## src/rtl/alhr_consts.vh

```
`ifndef ALHR_CONSTS_VH
`define ALHR_CONSTS_VH
// Own register map, byte offsets on the APB slave.
`define ALHR_OFS_CMD        8'h00
`define ALHR_OFS_ADDR_LO    8'h04
`define ALHR_OFS_ADDR_HI    8'h08
`define ALHR_OFS_TAG        8'h0C
`define ALHR_OFS_BYTES      8'h10
`define ALHR_OFS_WDATA      8'h14
`define ALHR_OFS_STATUS     8'h18
`define ALHR_OFS_RD_CNT     8'h1C
`define ALHR_OFS_WR_CNT     8'h20
`define ALHR_OFS_MSG_CNT    8'h24
`define ALHR_OFS_LAST_HDR   8'h28
`define ALHR_OFS_LAST_DATA  8'h2C
`define ALHR_OFS_MAILBOX    8'h30
`define ALHR_RESET_WORD     32'h00000000
// Write request header fields.
`define ALHR_WH_BLEN_HI     79
`define ALHR_WH_BLEN_LO     74
`define ALHR_WH_CHSEL_HI    73
`define ALHR_WH_CHSEL_LO    72
`define ALHR_WH_FIRST       71
`define ALHR_WH_MODE        70
`define ALHR_WH_LCNT_HI     69
`define ALHR_WH_LCNT_LO     68
`define ALHR_WH_TYPE_HI     67
`define ALHR_WH_TYPE_LO     64
`define ALHR_WH_BSTART_HI   63
`define ALHR_WH_BSTART_LO   58
`define ALHR_WH_ADDR_HI     57
`define ALHR_WH_ADDR_LO     18
`define ALHR_WH_ALOW_HI     17
`define ALHR_WH_ALOW_LO     16
`define ALHR_WH_TAG_HI      15
`define ALHR_WH_TAG_LO      0
`define ALHR_MODE_FULL      1'b0
`define ALHR_MODE_PARTIAL   1'b1
// Write channel request kinds.
`define ALHR_WRITE_NO_CACHE      4'h0
`define ALHR_WRITE_MODIFIED_HINT 4'h1
`define ALHR_WRITE_PUSH_LLC      4'h2
`define ALHR_WRITE_FENCE_KIND    4'h4
`define ALHR_INTERRUPT_KIND      4'h6
// Receive header fields.
`define ALHR_RH_TYPE_HI     27
`define ALHR_RH_TYPE_LO     24
`define ALHR_RH_FORMAT      23
`define ALHR_RH_CLNUM_HI    21
`define ALHR_RH_CLNUM_LO    20
`define ALHR_RSP_RDLINE     4'h0
`define ALHR_RSP_WRLINE     4'h1
`define ALHR_RSP_MESSAGE    4'h4
// Register request header fields.
`define ALHR_QH_ADDR_HI     27
`define ALHR_QH_ADDR_LO     12
`define ALHR_QH_LEN_HI      11
`define ALHR_QH_LEN_LO      10
`define ALHR_QH_TID_HI      8
`define ALHR_QH_TID_LO      0
`define ALHR_LEN_4B         2'h0
`define ALHR_LEN_8B         2'h1
`define ALHR_LEN_64B        2'h2
`define ALHR_CREDIT_MAX     8'h40
`endif

```

## src/rtl/alhr_wr_hdr.v

```verilog
`timescale 1ns/1ps
`default_nettype none
`include "alhr_consts.vh"
module alhr_wr_hdr (
    // Request fields
    input  wire [3:0]  req_type,
    input  wire [1:0]  channel_select,
    input  wire [1:0]  line_count,
    input  wire        partial,
    input  wire [5:0]  byte_start,
    input  wire [5:0]  byte_len,
    input  wire [41:0] line_addr,
    input  wire [15:0] tag,
    input  wire [1:0]  interrupt_vector,
    input  wire [1:0]  beat,
    // Packed header
    output reg  [79:0] hdr
);
    wire       first   = (beat == 2'h0);
    wire [1:0] low_adr = line_addr[1:0] + beat;

    always @* begin
        hdr = 80'h0;
        hdr[`ALHR_WH_TYPE_HI:`ALHR_WH_TYPE_LO] = req_type;
        if (req_type == `ALHR_WRITE_FENCE_KIND) begin
            hdr[`ALHR_WH_CHSEL_HI:`ALHR_WH_CHSEL_LO] = channel_select;
            hdr[`ALHR_WH_TAG_HI:`ALHR_WH_TAG_LO]     = tag;
        end else if (req_type == `ALHR_INTERRUPT_KIND) begin
            hdr[`ALHR_WH_CHSEL_HI:`ALHR_WH_CHSEL_LO] = channel_select;
            hdr[1:0]                                 = interrupt_vector;
        end else if (first) begin
            hdr[`ALHR_WH_FIRST]                        = 1'b1;
            hdr[`ALHR_WH_CHSEL_HI:`ALHR_WH_CHSEL_LO]   = channel_select;
            hdr[`ALHR_WH_LCNT_HI:`ALHR_WH_LCNT_LO]     = line_count;
            hdr[`ALHR_WH_MODE] = partial ? `ALHR_MODE_PARTIAL : `ALHR_MODE_FULL;
            hdr[`ALHR_WH_ADDR_HI:`ALHR_WH_ADDR_LO]     = line_addr[41:2];
            hdr[`ALHR_WH_ALOW_HI:`ALHR_WH_ALOW_LO]     = line_addr[1:0];
            hdr[`ALHR_WH_TAG_HI:`ALHR_WH_TAG_LO]       = tag;
            if (partial) begin
                hdr[`ALHR_WH_BLEN_HI:`ALHR_WH_BLEN_LO]     = byte_len;
                hdr[`ALHR_WH_BSTART_HI:`ALHR_WH_BSTART_LO] = byte_start;
            end
        end else begin
            hdr[`ALHR_WH_MODE]                     = `ALHR_MODE_FULL;
            hdr[`ALHR_WH_ALOW_HI:`ALHR_WH_ALOW_LO] = low_adr;
        end
    end
endmodule // alhr_wr_hdr
`default_nettype wire

```

## src/rtl/alhr_reg_resp.v

```verilog
`timescale 1ns/1ps
`default_nettype none
`include "alhr_consts.vh"
module alhr_reg_resp (
    // Clock and reset
    input  wire        pclk,
    input  wire        presetn,
    // Register requests from the interface unit
    input  wire        reg_read_strobe,
    input  wire        reg_write_strobe,
    input  wire [27:0] req_hdr,
    input  wire [63:0] req_data,
    // Read reply, and scratch word 0
    output reg         reply_valid_reg,
    output reg  [8:0]  reply_hdr_reg,
    output reg  [63:0] reply_data_reg,
    output wire [63:0] scratch_word
);
    // Eight 64-bit scratch words; a 64-byte write lands only its low word.
    reg  [63:0] mem [0:7];
    wire [15:0] dw_addr = req_hdr[`ALHR_QH_ADDR_HI:`ALHR_QH_ADDR_LO];
    wire [2:0]  idx     = dw_addr[3:1];
    wire [1:0]  len     = req_hdr[`ALHR_QH_LEN_HI:`ALHR_QH_LEN_LO];
    integer     i;

    assign scratch_word = mem[0];

    always @(posedge pclk or negedge presetn) begin
        if (!presetn) begin
            reply_valid_reg <= 1'b0;
            reply_hdr_reg   <= 9'h000;
            reply_data_reg  <= 64'h0;
            for (i = 0; i < 8; i = i + 1) begin
                mem[i] <= 64'h0;
            end
        end else begin
            // Every request is taken in its own cycle; there is no way to stall.
            reply_valid_reg <= reg_read_strobe;
            if (reg_read_strobe) begin
                reply_hdr_reg  <= req_hdr[`ALHR_QH_TID_HI:`ALHR_QH_TID_LO];
                reply_data_reg <= (len == `ALHR_LEN_4B) ?
                                  {32'h0, dw_addr[0] ? mem[idx][63:32] : mem[idx][31:0]} :
                                  mem[idx];
            end
            if (reg_write_strobe) begin
                if (len == `ALHR_LEN_4B) begin
                    if (dw_addr[0]) begin
                        mem[idx][63:32] <= req_data[31:0];
                    end else begin
                        mem[idx][31:0] <= req_data[31:0];
                    end
                end else begin
                    mem[idx] <= req_data;
                end
            end
        end
    end
endmodule // alhr_reg_resp
`default_nettype wire

```

## src/rtl/alhr_top.v

```verilog
// Our own choices: the APB register port and the register offsets.
`timescale 1ns/1ps
`default_nettype none
`include "alhr_consts.vh"
module alhr_top (
    // Clock and reset
    input  wire         pclk,
    input  wire         presetn,
    // APB slave
    input  wire         psel,
    input  wire         penable,
    input  wire         pwrite,
    input  wire [7:0]   paddr,
    input  wire [31:0]  pwdata,
    output reg  [31:0]  prdata_reg,
    output reg          pready_reg,
    output reg          pslverr_reg,
    // Transmit backpressure
    input  wire         read_req_nearly_full,
    input  wire         write_req_nearly_full,
    // Transmit channel 1
    output reg          tx1_valid_reg,
    output reg  [79:0]  tx1_hdr_reg,
    output reg  [511:0] tx1_data_reg,
    // Transmit channel 2, register read replies
    output wire         tx2_valid,
    output wire [8:0]   tx2_hdr,
    output wire [63:0]  tx2_data,
    // Receive channel 0
    input  wire [27:0]  rx0_hdr,
    input  wire [511:0] rx0_data,
    input  wire         rx0_response_strobe,
    input  wire         reg_read_strobe,
    input  wire         reg_write_strobe,
    // Receive channel 1
    input  wire [27:0]  rx1_hdr,
    input  wire         rx1_response_strobe
);
    localparam [1:0] ST_IDLE = 2'h0;
    localparam [1:0] ST_SEND = 2'h1;

    reg  [1:0]  state_reg;
    reg  [1:0]  beat_reg;
    reg  [10:0] cmd_reg;
    reg  [31:0] addr_lo_reg;
    reg  [9:0]  addr_hi_reg;
    reg  [15:0] tag_reg;
    reg  [13:0] bytes_reg;
    reg  [31:0] wdata_reg;
    reg         dropped_reg;
    reg  [7:0]  outstanding_reg;
    reg  [7:0]  outstanding_next;
    reg  [31:0] rd_cnt_reg;
    reg  [31:0] wr_cnt_reg;
    reg  [31:0] msg_cnt_reg;
    reg  [27:0] last_hdr_reg;
    reg  [31:0] last_data_reg;
    reg  [31:0] rd_mux;
    reg         map_hit;
    wire [79:0] hdr_w;
    wire [63:0] scratch_word;

    // Command word fields.
    wire [3:0] c_type   = cmd_reg[3:0];
    wire [1:0] c_chsel  = cmd_reg[5:4];
    wire [1:0] c_lcount = cmd_reg[7:6];
    wire       c_part   = cmd_reg[8];
    wire [1:0] c_vector = cmd_reg[10:9];
    wire       c_write  = (c_type == `ALHR_WRITE_NO_CACHE) ||
                          (c_type == `ALHR_WRITE_MODIFIED_HINT) ||
                          (c_type == `ALHR_WRITE_PUSH_LLC);
    wire [3:0] p_type   = pwdata[3:0];
    wire       p_legal  = (p_type == `ALHR_WRITE_NO_CACHE) ||
                          (p_type == `ALHR_WRITE_MODIFIED_HINT) ||
                          (p_type == `ALHR_WRITE_PUSH_LLC) ||
                          (p_type == `ALHR_WRITE_FENCE_KIND) ||
                          (p_type == `ALHR_INTERRUPT_KIND);

    // Bus handshake: no wait state, pready is registered from the setup phase and the first access cycle completes.
    wire       setup_ph = psel && !penable;
    wire       access   = psel && penable && pready_reg;
    wire       wr_acc   = access && pwrite;
    wire       cmd_wr   = wr_acc && (paddr == `ALHR_OFS_CMD);
    wire       clr_drop = wr_acc && (paddr == `ALHR_OFS_STATUS) && pwdata[1];

    wire [2:0] beats      = {1'b0, c_lcount} + 3'h1;
    wire [7:0] need_lines = {5'h00, beats};
    wire       last_beat  = (beat_reg == c_lcount);
    // Credit is checked only for the first beat; the whole burst is booked then.
    wire       credit_ok  = ({1'b0, outstanding_reg} + {1'b0, need_lines})
                            <= {1'b0, `ALHR_CREDIT_MAX};
    wire       can_issue  = (state_reg == ST_SEND) && !write_req_nearly_full &&
                            (!c_write || beat_reg != 2'h0 || credit_ok);
    wire       book       = can_issue && c_write && (beat_reg == 2'h0);

    // Channel 1 write responses free the space reserved for them.
    wire       rx1_is_wr  = rx1_response_strobe &&
                            (rx1_hdr[`ALHR_RH_TYPE_HI:`ALHR_RH_TYPE_LO] == `ALHR_RSP_WRLINE);
    wire [1:0] rx1_clnum  = rx1_hdr[`ALHR_RH_CLNUM_HI:`ALHR_RH_CLNUM_LO];
    wire [7:0] freed      = rx1_hdr[`ALHR_RH_FORMAT] ?
                            {6'h00, rx1_clnum} + 8'h01 : 8'h01;

    // Channel 0 memory traffic; register strobes go to the responder instead.
    wire       rx0_mem    = rx0_response_strobe && !reg_read_strobe &&
                            !reg_write_strobe;
    wire [3:0] rx0_type   = rx0_hdr[`ALHR_RH_TYPE_HI:`ALHR_RH_TYPE_LO];

    alhr_wr_hdr u_hdr (
        .req_type         (c_type),
        .channel_select   (c_chsel),
        .line_count       (c_lcount),
        .partial          (c_part),
        .byte_start       (bytes_reg[5:0]),
        .byte_len         (bytes_reg[13:8]),
        .line_addr        ({addr_hi_reg, addr_lo_reg}),
        .tag              (tag_reg),
        .interrupt_vector (c_vector),
        .beat             (beat_reg),
        .hdr              (hdr_w)
    );

    alhr_reg_resp u_reg (
        .pclk             (pclk),
        .presetn          (presetn),
        .reg_read_strobe  (reg_read_strobe),
        .reg_write_strobe (reg_write_strobe),
        .req_hdr          (rx0_hdr),
        .req_data         (rx0_data[63:0]),
        .reply_valid_reg  (tx2_valid),
        .reply_hdr_reg    (tx2_hdr),
        .reply_data_reg   (tx2_data),
        .scratch_word     (scratch_word)
    );

    always @* begin
        map_hit = 1'b1;
        case (paddr)
            `ALHR_OFS_CMD:       rd_mux = {21'h000000, cmd_reg};
            `ALHR_OFS_ADDR_LO:   rd_mux = addr_lo_reg;
            `ALHR_OFS_ADDR_HI:   rd_mux = {22'h000000, addr_hi_reg};
            `ALHR_OFS_TAG:       rd_mux = {16'h0000, tag_reg};
            `ALHR_OFS_BYTES:     rd_mux = {18'h00000, bytes_reg};
            `ALHR_OFS_WDATA:     rd_mux = wdata_reg;
            `ALHR_OFS_STATUS:    rd_mux = {16'h0000, outstanding_reg, 4'h0,
                                           write_req_nearly_full, read_req_nearly_full,
                                           dropped_reg, (state_reg != ST_IDLE)};
            `ALHR_OFS_RD_CNT:    rd_mux = rd_cnt_reg;
            `ALHR_OFS_WR_CNT:    rd_mux = wr_cnt_reg;
            `ALHR_OFS_MSG_CNT:   rd_mux = msg_cnt_reg;
            `ALHR_OFS_LAST_HDR:  rd_mux = {4'h0, last_hdr_reg};
            `ALHR_OFS_LAST_DATA: rd_mux = last_data_reg;
            `ALHR_OFS_MAILBOX:   rd_mux = scratch_word[31:0];
            default: begin
                rd_mux  = `ALHR_RESET_WORD;
                map_hit = 1'b0;
            end
        endcase
    end

    always @* begin
        outstanding_next = outstanding_reg;
        if (book) begin
            outstanding_next = outstanding_next + need_lines;
        end
        if (rx1_is_wr) begin
            outstanding_next = (outstanding_next > freed) ?
                               outstanding_next - freed : 8'h00;
        end
    end

    // Bus slave.
    always @(posedge pclk or negedge presetn) begin
        if (!presetn) begin
            pready_reg  <= 1'b0;
            prdata_reg  <= `ALHR_RESET_WORD;
            pslverr_reg <= 1'b0;
            addr_lo_reg <= `ALHR_RESET_WORD;
            addr_hi_reg <= 10'h000;
            tag_reg     <= 16'h0000;
            bytes_reg   <= 14'h0000;
            wdata_reg   <= `ALHR_RESET_WORD;
        end else begin
            pready_reg  <= setup_ph;
            pslverr_reg <= setup_ph && !map_hit;
            if (setup_ph) begin
                prdata_reg <= pwrite ? `ALHR_RESET_WORD : rd_mux;
            end
            if (wr_acc) begin
                case (paddr)
                    `ALHR_OFS_ADDR_LO: addr_lo_reg <= pwdata;
                    `ALHR_OFS_ADDR_HI: addr_hi_reg <= pwdata[9:0];
                    `ALHR_OFS_TAG:     tag_reg     <= pwdata[15:0];
                    `ALHR_OFS_BYTES:   bytes_reg   <= {pwdata[13:8], 2'h0, pwdata[5:0]};
                    `ALHR_OFS_WDATA:   wdata_reg   <= pwdata;
                    default: begin
                    end
                endcase
            end
        end
    end

    // Request sequencer for channel 1.
    always @(posedge pclk or negedge presetn) begin
        if (!presetn) begin
            state_reg       <= ST_IDLE;
            beat_reg        <= 2'h0;
            cmd_reg         <= 11'h000;
            dropped_reg     <= 1'b0;
            outstanding_reg <= 8'h00;
            tx1_valid_reg   <= 1'b0;
            tx1_hdr_reg     <= 80'h0;
            tx1_data_reg    <= 512'h0;
        end else begin
            outstanding_reg <= outstanding_next;
            tx1_valid_reg   <= can_issue;
            // A command refused while busy or of unknown kind is flagged, and a
            // new refusal beats a clear arriving in the same cycle.
            if (cmd_wr && (state_reg != ST_IDLE || !p_legal)) begin
                dropped_reg <= 1'b1;
            end else if (clr_drop) begin
                dropped_reg <= 1'b0;
            end
            case (state_reg)
                ST_IDLE: begin
                    if (cmd_wr && p_legal) begin
                        cmd_reg   <= pwdata[10:0];
                        beat_reg  <= 2'h0;
                        state_reg <= ST_SEND;
                    end
                end
                ST_SEND: begin
                    if (can_issue) begin
                        tx1_hdr_reg  <= hdr_w;
                        tx1_data_reg <= {16{wdata_reg}};
                        if (c_write && !last_beat) begin
                            beat_reg <= beat_reg + 2'h1;
                        end else begin
                            state_reg <= ST_IDLE;
                        end
                    end
                end
                default: begin
                    state_reg <= ST_IDLE;
                end
            endcase
        end
    end

    // Receive bookkeeping; strobes are never pushed back.
    always @(posedge pclk or negedge presetn) begin
        if (!presetn) begin
            rd_cnt_reg    <= `ALHR_RESET_WORD;
            wr_cnt_reg    <= `ALHR_RESET_WORD;
            msg_cnt_reg   <= `ALHR_RESET_WORD;
            last_hdr_reg  <= 28'h0000000;
            last_data_reg <= `ALHR_RESET_WORD;
        end else begin
            if (rx0_mem) begin
                last_hdr_reg  <= rx0_hdr;
                last_data_reg <= rx0_data[31:0];
                if (rx0_type == `ALHR_RSP_RDLINE) begin
                    rd_cnt_reg <= rd_cnt_reg + 32'h1;
                end else if (rx0_type == `ALHR_RSP_MESSAGE) begin
                    msg_cnt_reg <= msg_cnt_reg + 32'h1;
                end
            end
            if (rx1_response_strobe) begin
                wr_cnt_reg <= wr_cnt_reg + 32'h1;
            end
        end
    end
endmodule // alhr_top
`default_nettype wire

```

## config.mk

```make
export PLATFORM = sky130hd
export DESIGN_NAME = alhr_top
export DESIGN_NICKNAME = d
export VERILOG_FILES = /design/src/rtl/alhr_wr_hdr.v /design/src/rtl/alhr_reg_resp.v /design/src/rtl/alhr_top.v
export VERILOG_INCLUDE_DIRS = /design/src /design/src/rtl
export SDC_FILE = /design/constraint.sdc
export NUM_CORES = 2
export LEC_CHECK = 0
export BUFFER_PORTS_ARGS = -buffer_cell sky130_fd_sc_hd__buf_2
export CAP_MARGIN = 25
export CORE_AREA = 2 2 514 516
export DETAILED_ROUTE_END_ITERATION = 6
export DIE_AREA = 0 0 516 518
export PLACE_DENSITY_LB_ADDON = 0.15
export SLEW_MARGIN = 20
export SYNTH_ARGS = -nofsm -noshare
export SYNTH_HDL_FRONTEND = slang
export SYNTH_SLANG_ARGS = --single-unit
```

## constraint.sdc

```tcl
create_clock -name pclk -period 5.81 [get_ports pclk]
set_input_delay 0.581 -clock pclk [delete_from_list [all_inputs] [get_ports pclk]]
set_output_delay 0.581 -clock pclk [all_outputs]
set_load 0.05 [all_outputs]
```

# Word level (Yosys, flattened, before mapping)
# Cells that the tools add are included.
# word_totals
ff_bits	1495
inputBits	619
# classes
n_eq_ne	28
muxes	52
addsub	10
n_lt_le_gt_ge	4
n_bitwise	2
n_reduce_logical	59
# op_table
op	count
$bwmux W512	3
$mux W512	2
$demux W64 S3	3
$pmux W32 S13	1
$mux W64	5
$bmux W64 S3	1
$add A32 B1 Y32 const B	3
$mux W32	3
$mux W62	1
$mux W48	1
$mux W46	1
$eq A8 B6 Y1 const B	5
$eq A8 B5 Y1 const B	4
$mux W16	2
$mux W6	4
$mux W8	3
$mux W2	11
$eq A4 B3 Y1 const B	5
$logic_and A1 B1 Y1	19
$eq A8 B4 Y1 const B	2
$reduce_and A2 Y1	8
$reduce_or A13 Y1	1
$eq A4 B1 Y1 const B	3
$logic_not A4 Y1	3
30 further kinds	61

# Longest topological paths before layout
# depth
word_depth	13
ltp_mapped	19
mapped_depth_nobuf	18

# By module
# Synthesis repeated with hierarchy kept, for this count alone.
# hier_totals
cells_unflattened	4152
area_unflattened_um2	49373.6
# by_module_without_submodules
mod	cells_per_inst	seq_area_each_um2	instances	area_each_um2
alhr_reg_resp	2136	14664.1	1	26291.5
alhr_top	1914	10710.3	1	22397.7
alhr_wr_hdr	102	0.0	1	684.4

# Worst setup path before layout
# OpenSTA, ideal clock, no wires.
# synth_path
path_type	register to register
from	reg cmd_reg[6]
to	reg outstanding_reg[7]
setup_time_ps	129
path_stages_with_launch	18
slack_ps	1546
synth_period_minus_slack_ps	4264
arrival_ps	4135
path_cell_list	dfrtp_1 ha_1 inv_1 fa_1 and2b_4 or2_1 buf_6 a2111oi_2 or4_4 nor3_2 mux2_2 ha_1 nand2_1 nor3b_1 mux2i_1 a31o_2 nor2_1 nor3_1
# synth_between
elab_chain_cells	11
word_cells_on_any_way	13
# synth_rtl
element	line	source
from (decl)	alhr_top.v:44	reg [10:0] cmd_reg;
from (signal assigned)	alhr_top.v:226	cmd_reg <= pwdata[10:0];
$add A2 B1 Y3 (*)	alhr_top.v:86	wire [2:0] beats = {1'b0, c_lcount} + 3'h1;
$add A8 B3 Y9	alhr_top.v:90	wire credit_ok = ({1'b0, outstanding_reg} + {1'b0, need_lines})
$le A9 B7 Y1	alhr_top.v:90	
$logic_or A1 B1 Y1	alhr_top.v:93	(!c_write || beat_reg != 2'h0 || credit_ok);
$logic_and A1 B1 Y1	alhr_top.v:92	wire can_issue = (state_reg == ST_SEND) && !write_req_nearly_full &&
$logic_and A1 B1 Y1 (2 in a row)	alhr_top.v:94	wire book = can_issue && c_write && (beat_reg == 2'h0);
$mux W8 (*)	alhr_top.v:162	if (book) begin
$sub A8 B3 Y8 or $gt A8 B3 Y1 (tied branches)	alhr_top.v:167, alhr_top.v:166	
$mux W8	alhr_top.v:166	outstanding_next = (outstanding_next > freed) ?
$mux W8 (*)	alhr_top.v:165	if (rx1_is_wr) begin
via outstanding_next[7]	alhr_top.v:52	reg [7:0] outstanding_next;
to (signal assigned)	alhr_top.v:214	outstanding_reg <= outstanding_next;
to (decl)	alhr_top.v:51	reg [7:0] outstanding_reg;
# Mark *: on every way through the listed nets, which the timed path passes. The rest lies on a longest branch.
# A chain may end at the register's enable or synchronous reset.

# Final worst setup path
# Same ends and word-level chain as after synthesis.

==> qor.yml <==
run_status:
  status: "finished with violations"
  violations: "DRC"
timing:
  fin_tns_setup_ns: 0
  drv_slew: 0
  tightest_slew_ns: 1.196
  hold_viol: 0
  rsz0062_at_grt: "no"
  hold_ws_ns: 0.06767
  period_share: 0.8629
  fmax_mhz: 199.5
  slew_headroom: 0.2027
  setup_viol: 0
  fin_skew_ns: 0.02180
  period_needed_ns: 5.014
floorplanning:
  io_pins: 1320
  dieHeight_um: 518
  core_sq_um: 261600
  fp.dieArea_sq_um: 267300
  rows: 188
  start_util: 0.1820
  die_x_um: 516
drt:
  route.detailed.drc: 6
  routed_via_density: 4.300
  vias: 35603
  drt_wl_total_um: 236200
  ant_nets: 0
  drtPass1Iterations: 7
  drtIter0Drc: 2715
  wl_per_cell_um: 28.52
yosys:
  synth_common_cells: "1014 x dfrtp_1, 558 x nand2_1, 485 x mux2_2"
  synth_area_sq_um: 47610
  synth.most_common_cell: "dfrtp_1"
  async_flop_share: 1.000
  syn_nets: 4914
  syn_inst: 4280
  yosysTopAreaCell: "dfrtp_1"
  yosys-top-cells-area: "dfrtp_1 53%, mux2_2 11%, buf_4 7.6%"
  synth_top_area_share: 0.5330
  yosys_warnings: 0
  synthFlopType: "dfrtp_1"
  ys_ff_latch: 1014
  netlist-cell-type-count: 70
  synth_edf_count: 0
  syn_area_per_cell_sq_um: 11.12
  ys_seq_area_frac: 0.5330
worst_setup_path:
  path_class: "reg2reg"
  crit_end: "outstanding_reg[7]"
  critPathMaxFanout: 6
  r2r-end: "outstanding_reg[7]"
  cp.required_ns: 6.47
  crit_start: "cmd_reg[6]"
  rrSetupSlack_ns: 0.80
  crit_path_start_kind: "flop"
  arrival_ns: 5.68
  rr_startpoint: "cmd_reg[6]"
  rr_worst_depth: 16
  critPathCaptureType: "flop"
clock_network:
  htreeDepth: 4
  clkLatencyLatePin_ns: 0.78
  cts_buffers: 131
  cts_sinks: 1014
  clockBufferDepth: 3
  cts_resized: 0
  post_cts_buffers: 0
  cts_tree: "built"
  cts_hold_buf: 10
  clk_pin_slew_ns: 0.07
  cts_root_buf: "clkbuf_16"
job:
  max_cap_viol_count: 0
cells_and_area:
  fillCellCount: 28388
  drive_gt1_frac: 0.3649
  largest_register_ff_count: 448
  area_delta_synth_final_pct: 20.82
  num-nets-final: 5278
  fin_cells: 8280
  register_area_sq_um: 25370
  multi_input_area_sq_um: 17450
pwr:
  switching_share: 0.2941
  power_density_nw_per_um2: 352.5
  p_int_uw: 14310
  leakage_uw: 0.02740
  sequentialPowerShare: 0.435
  ir_drop_uv: 308.2
  p_switching_uw: 5962
  p_comb_frac: 0.145
  power_frac_clock: 0.420
place:
  hpwl_um: 172700
  dp.cells: 8015
  port_buffers: 850
  place_congestion: 0.7979
worst_hold_path:
  min_path_type: "in2reg"
grt:
  grt_pass1_vias: 34958
  grt_max_degree: 137
  grt.total_usage: 0.1726
  antenna_found_initial: 94
  grt_pass1_wl_um: 319000
  grt_overflow: 0
## kinds of logic after synthesis
| logic type | share of synthesized area |
|---|---|
| flip-flops | 0.5330 |
| AND/OR/NAND/NOR | 0.08717 |
| AO/OA/AOI/OAI | 0.1202 |
| buffers and inverters | 0.1035 |
| multiplexers | 0.1328 |
| XOR/XNOR | 0.01913 |
| adder cells (fa/ha/maj) | 0.004258 |
## placed cells by master (no fill, tap or decap), types with 7 or more instances in the layout
cell type,netlist,layout
nand2_1,558,557
nor2_1,94,82
xor2_1,36,36
bufinv_16,0,11
buf_2,13,846
nor3_1,19,14
and3_1,73,73
a211oi_1,10,10
dlygate4sd3_1,0,10
clkbuf_8,0,26
ha_1,13,13
o21ai_0,315,315
xnor2_1,68,68
a22oi_1,160,160
mux2i_1,39,39
diode_2,0,27
and4_1,19,19
clkbuf_16,0,135
a21oi_1,80,79
a22o_1,102,102
dfrtp_1,1014,1014
clkbuf_1,211,27
a222oi_1,49,49
inv_1,64,64
buf_12,0,15
mux2_2,485,485
a221oi_1,45,45
o22ai_1,36,36
nand4_1,35,35
clkinv_2,0,17
buf_8,0,7
nand3_1,69,69
mux4_2,21,21
buf_4,481,108
and2_1,13,12
nor2b_1,11,10
## layout make-up
type,count,area share
multi-input combinational,2443,0.3034
clock inverter,39,0.009788
inverter,67,0.004372
sequential,1014,0.4411
clock buffer,188,0.06671
antenna,27,0.001175
timing repair buffer,987,0.09697
tap,3515,0.07646
## worst max-delay path: stages, from the launching register on
cell and delay (ns):
dfrtp_1 0.52, ha_1 0.38, inv_1 0.06, fa_1 0.44, and2b_4 0.29, or2_1 0.23
a2111oi_2 0.12, or4_4 0.59, nor3_2 0.40, mux2_2 0.42, ha_1 0.37, nand2_1 0.13
nor3b_1 0.21, mux2i_1 0.11, a31o_2 0.28, nor2_1 0.26, nor3_1 0.10
## through the flow
stage                     instance area (sq um)  setup WS (ns)    util  total power (uW)
after floorplan                           47610          1.546       -             10580
after global placement                    52830         0.7213  0.2020             11840
after detailed placement                  52940         0.7846  0.2024             11900
after CTS                                 57440         0.7915  0.2196             20580
after global routing                      57470         0.5704  0.2197             21260
final                                     57520         0.7964  0.2199             20270
## routing by layer
layer	global-route usage	up-vias	part of all wire
met5	0	-	0.00073
met4	0.04642	28	0.029
met3	0.05124	296	0.079
met2	0.2532	1339	0.42
met1	0.2438	18469	0.47
li1	-	15471	-
## worst min-delay path by stage
stage / start / to / depth (start not counted)
floorplan: presetn / addr_hi_reg[0] / 0
global placement: tx1_hdr_reg[9] / tx1_hdr_reg[9] / 2
detailed placement: tx1_hdr_reg[9] / tx1_hdr_reg[9] / 2
CTS: pwdata[17] / wdata_reg[17] / 2
global route: pwdata[17] / wdata_reg[17] / 2
finish: rx0_hdr[9] / last_hdr_reg[9] / 2
## power groups by stage
stage	Sequential [uW]	Combinational (uW)	Clock (uW)
6_report	8820	2950	8510
5_1_grt	8940	3250	9070
4_1_cts	8810	2990	8770
3_5_place_dp	8930	2970	0
3_3_place_gp	8900	2940	0
2_1_floorplan	8940	1640	0
No activity file was read; power rests on OpenSTA's default activity.
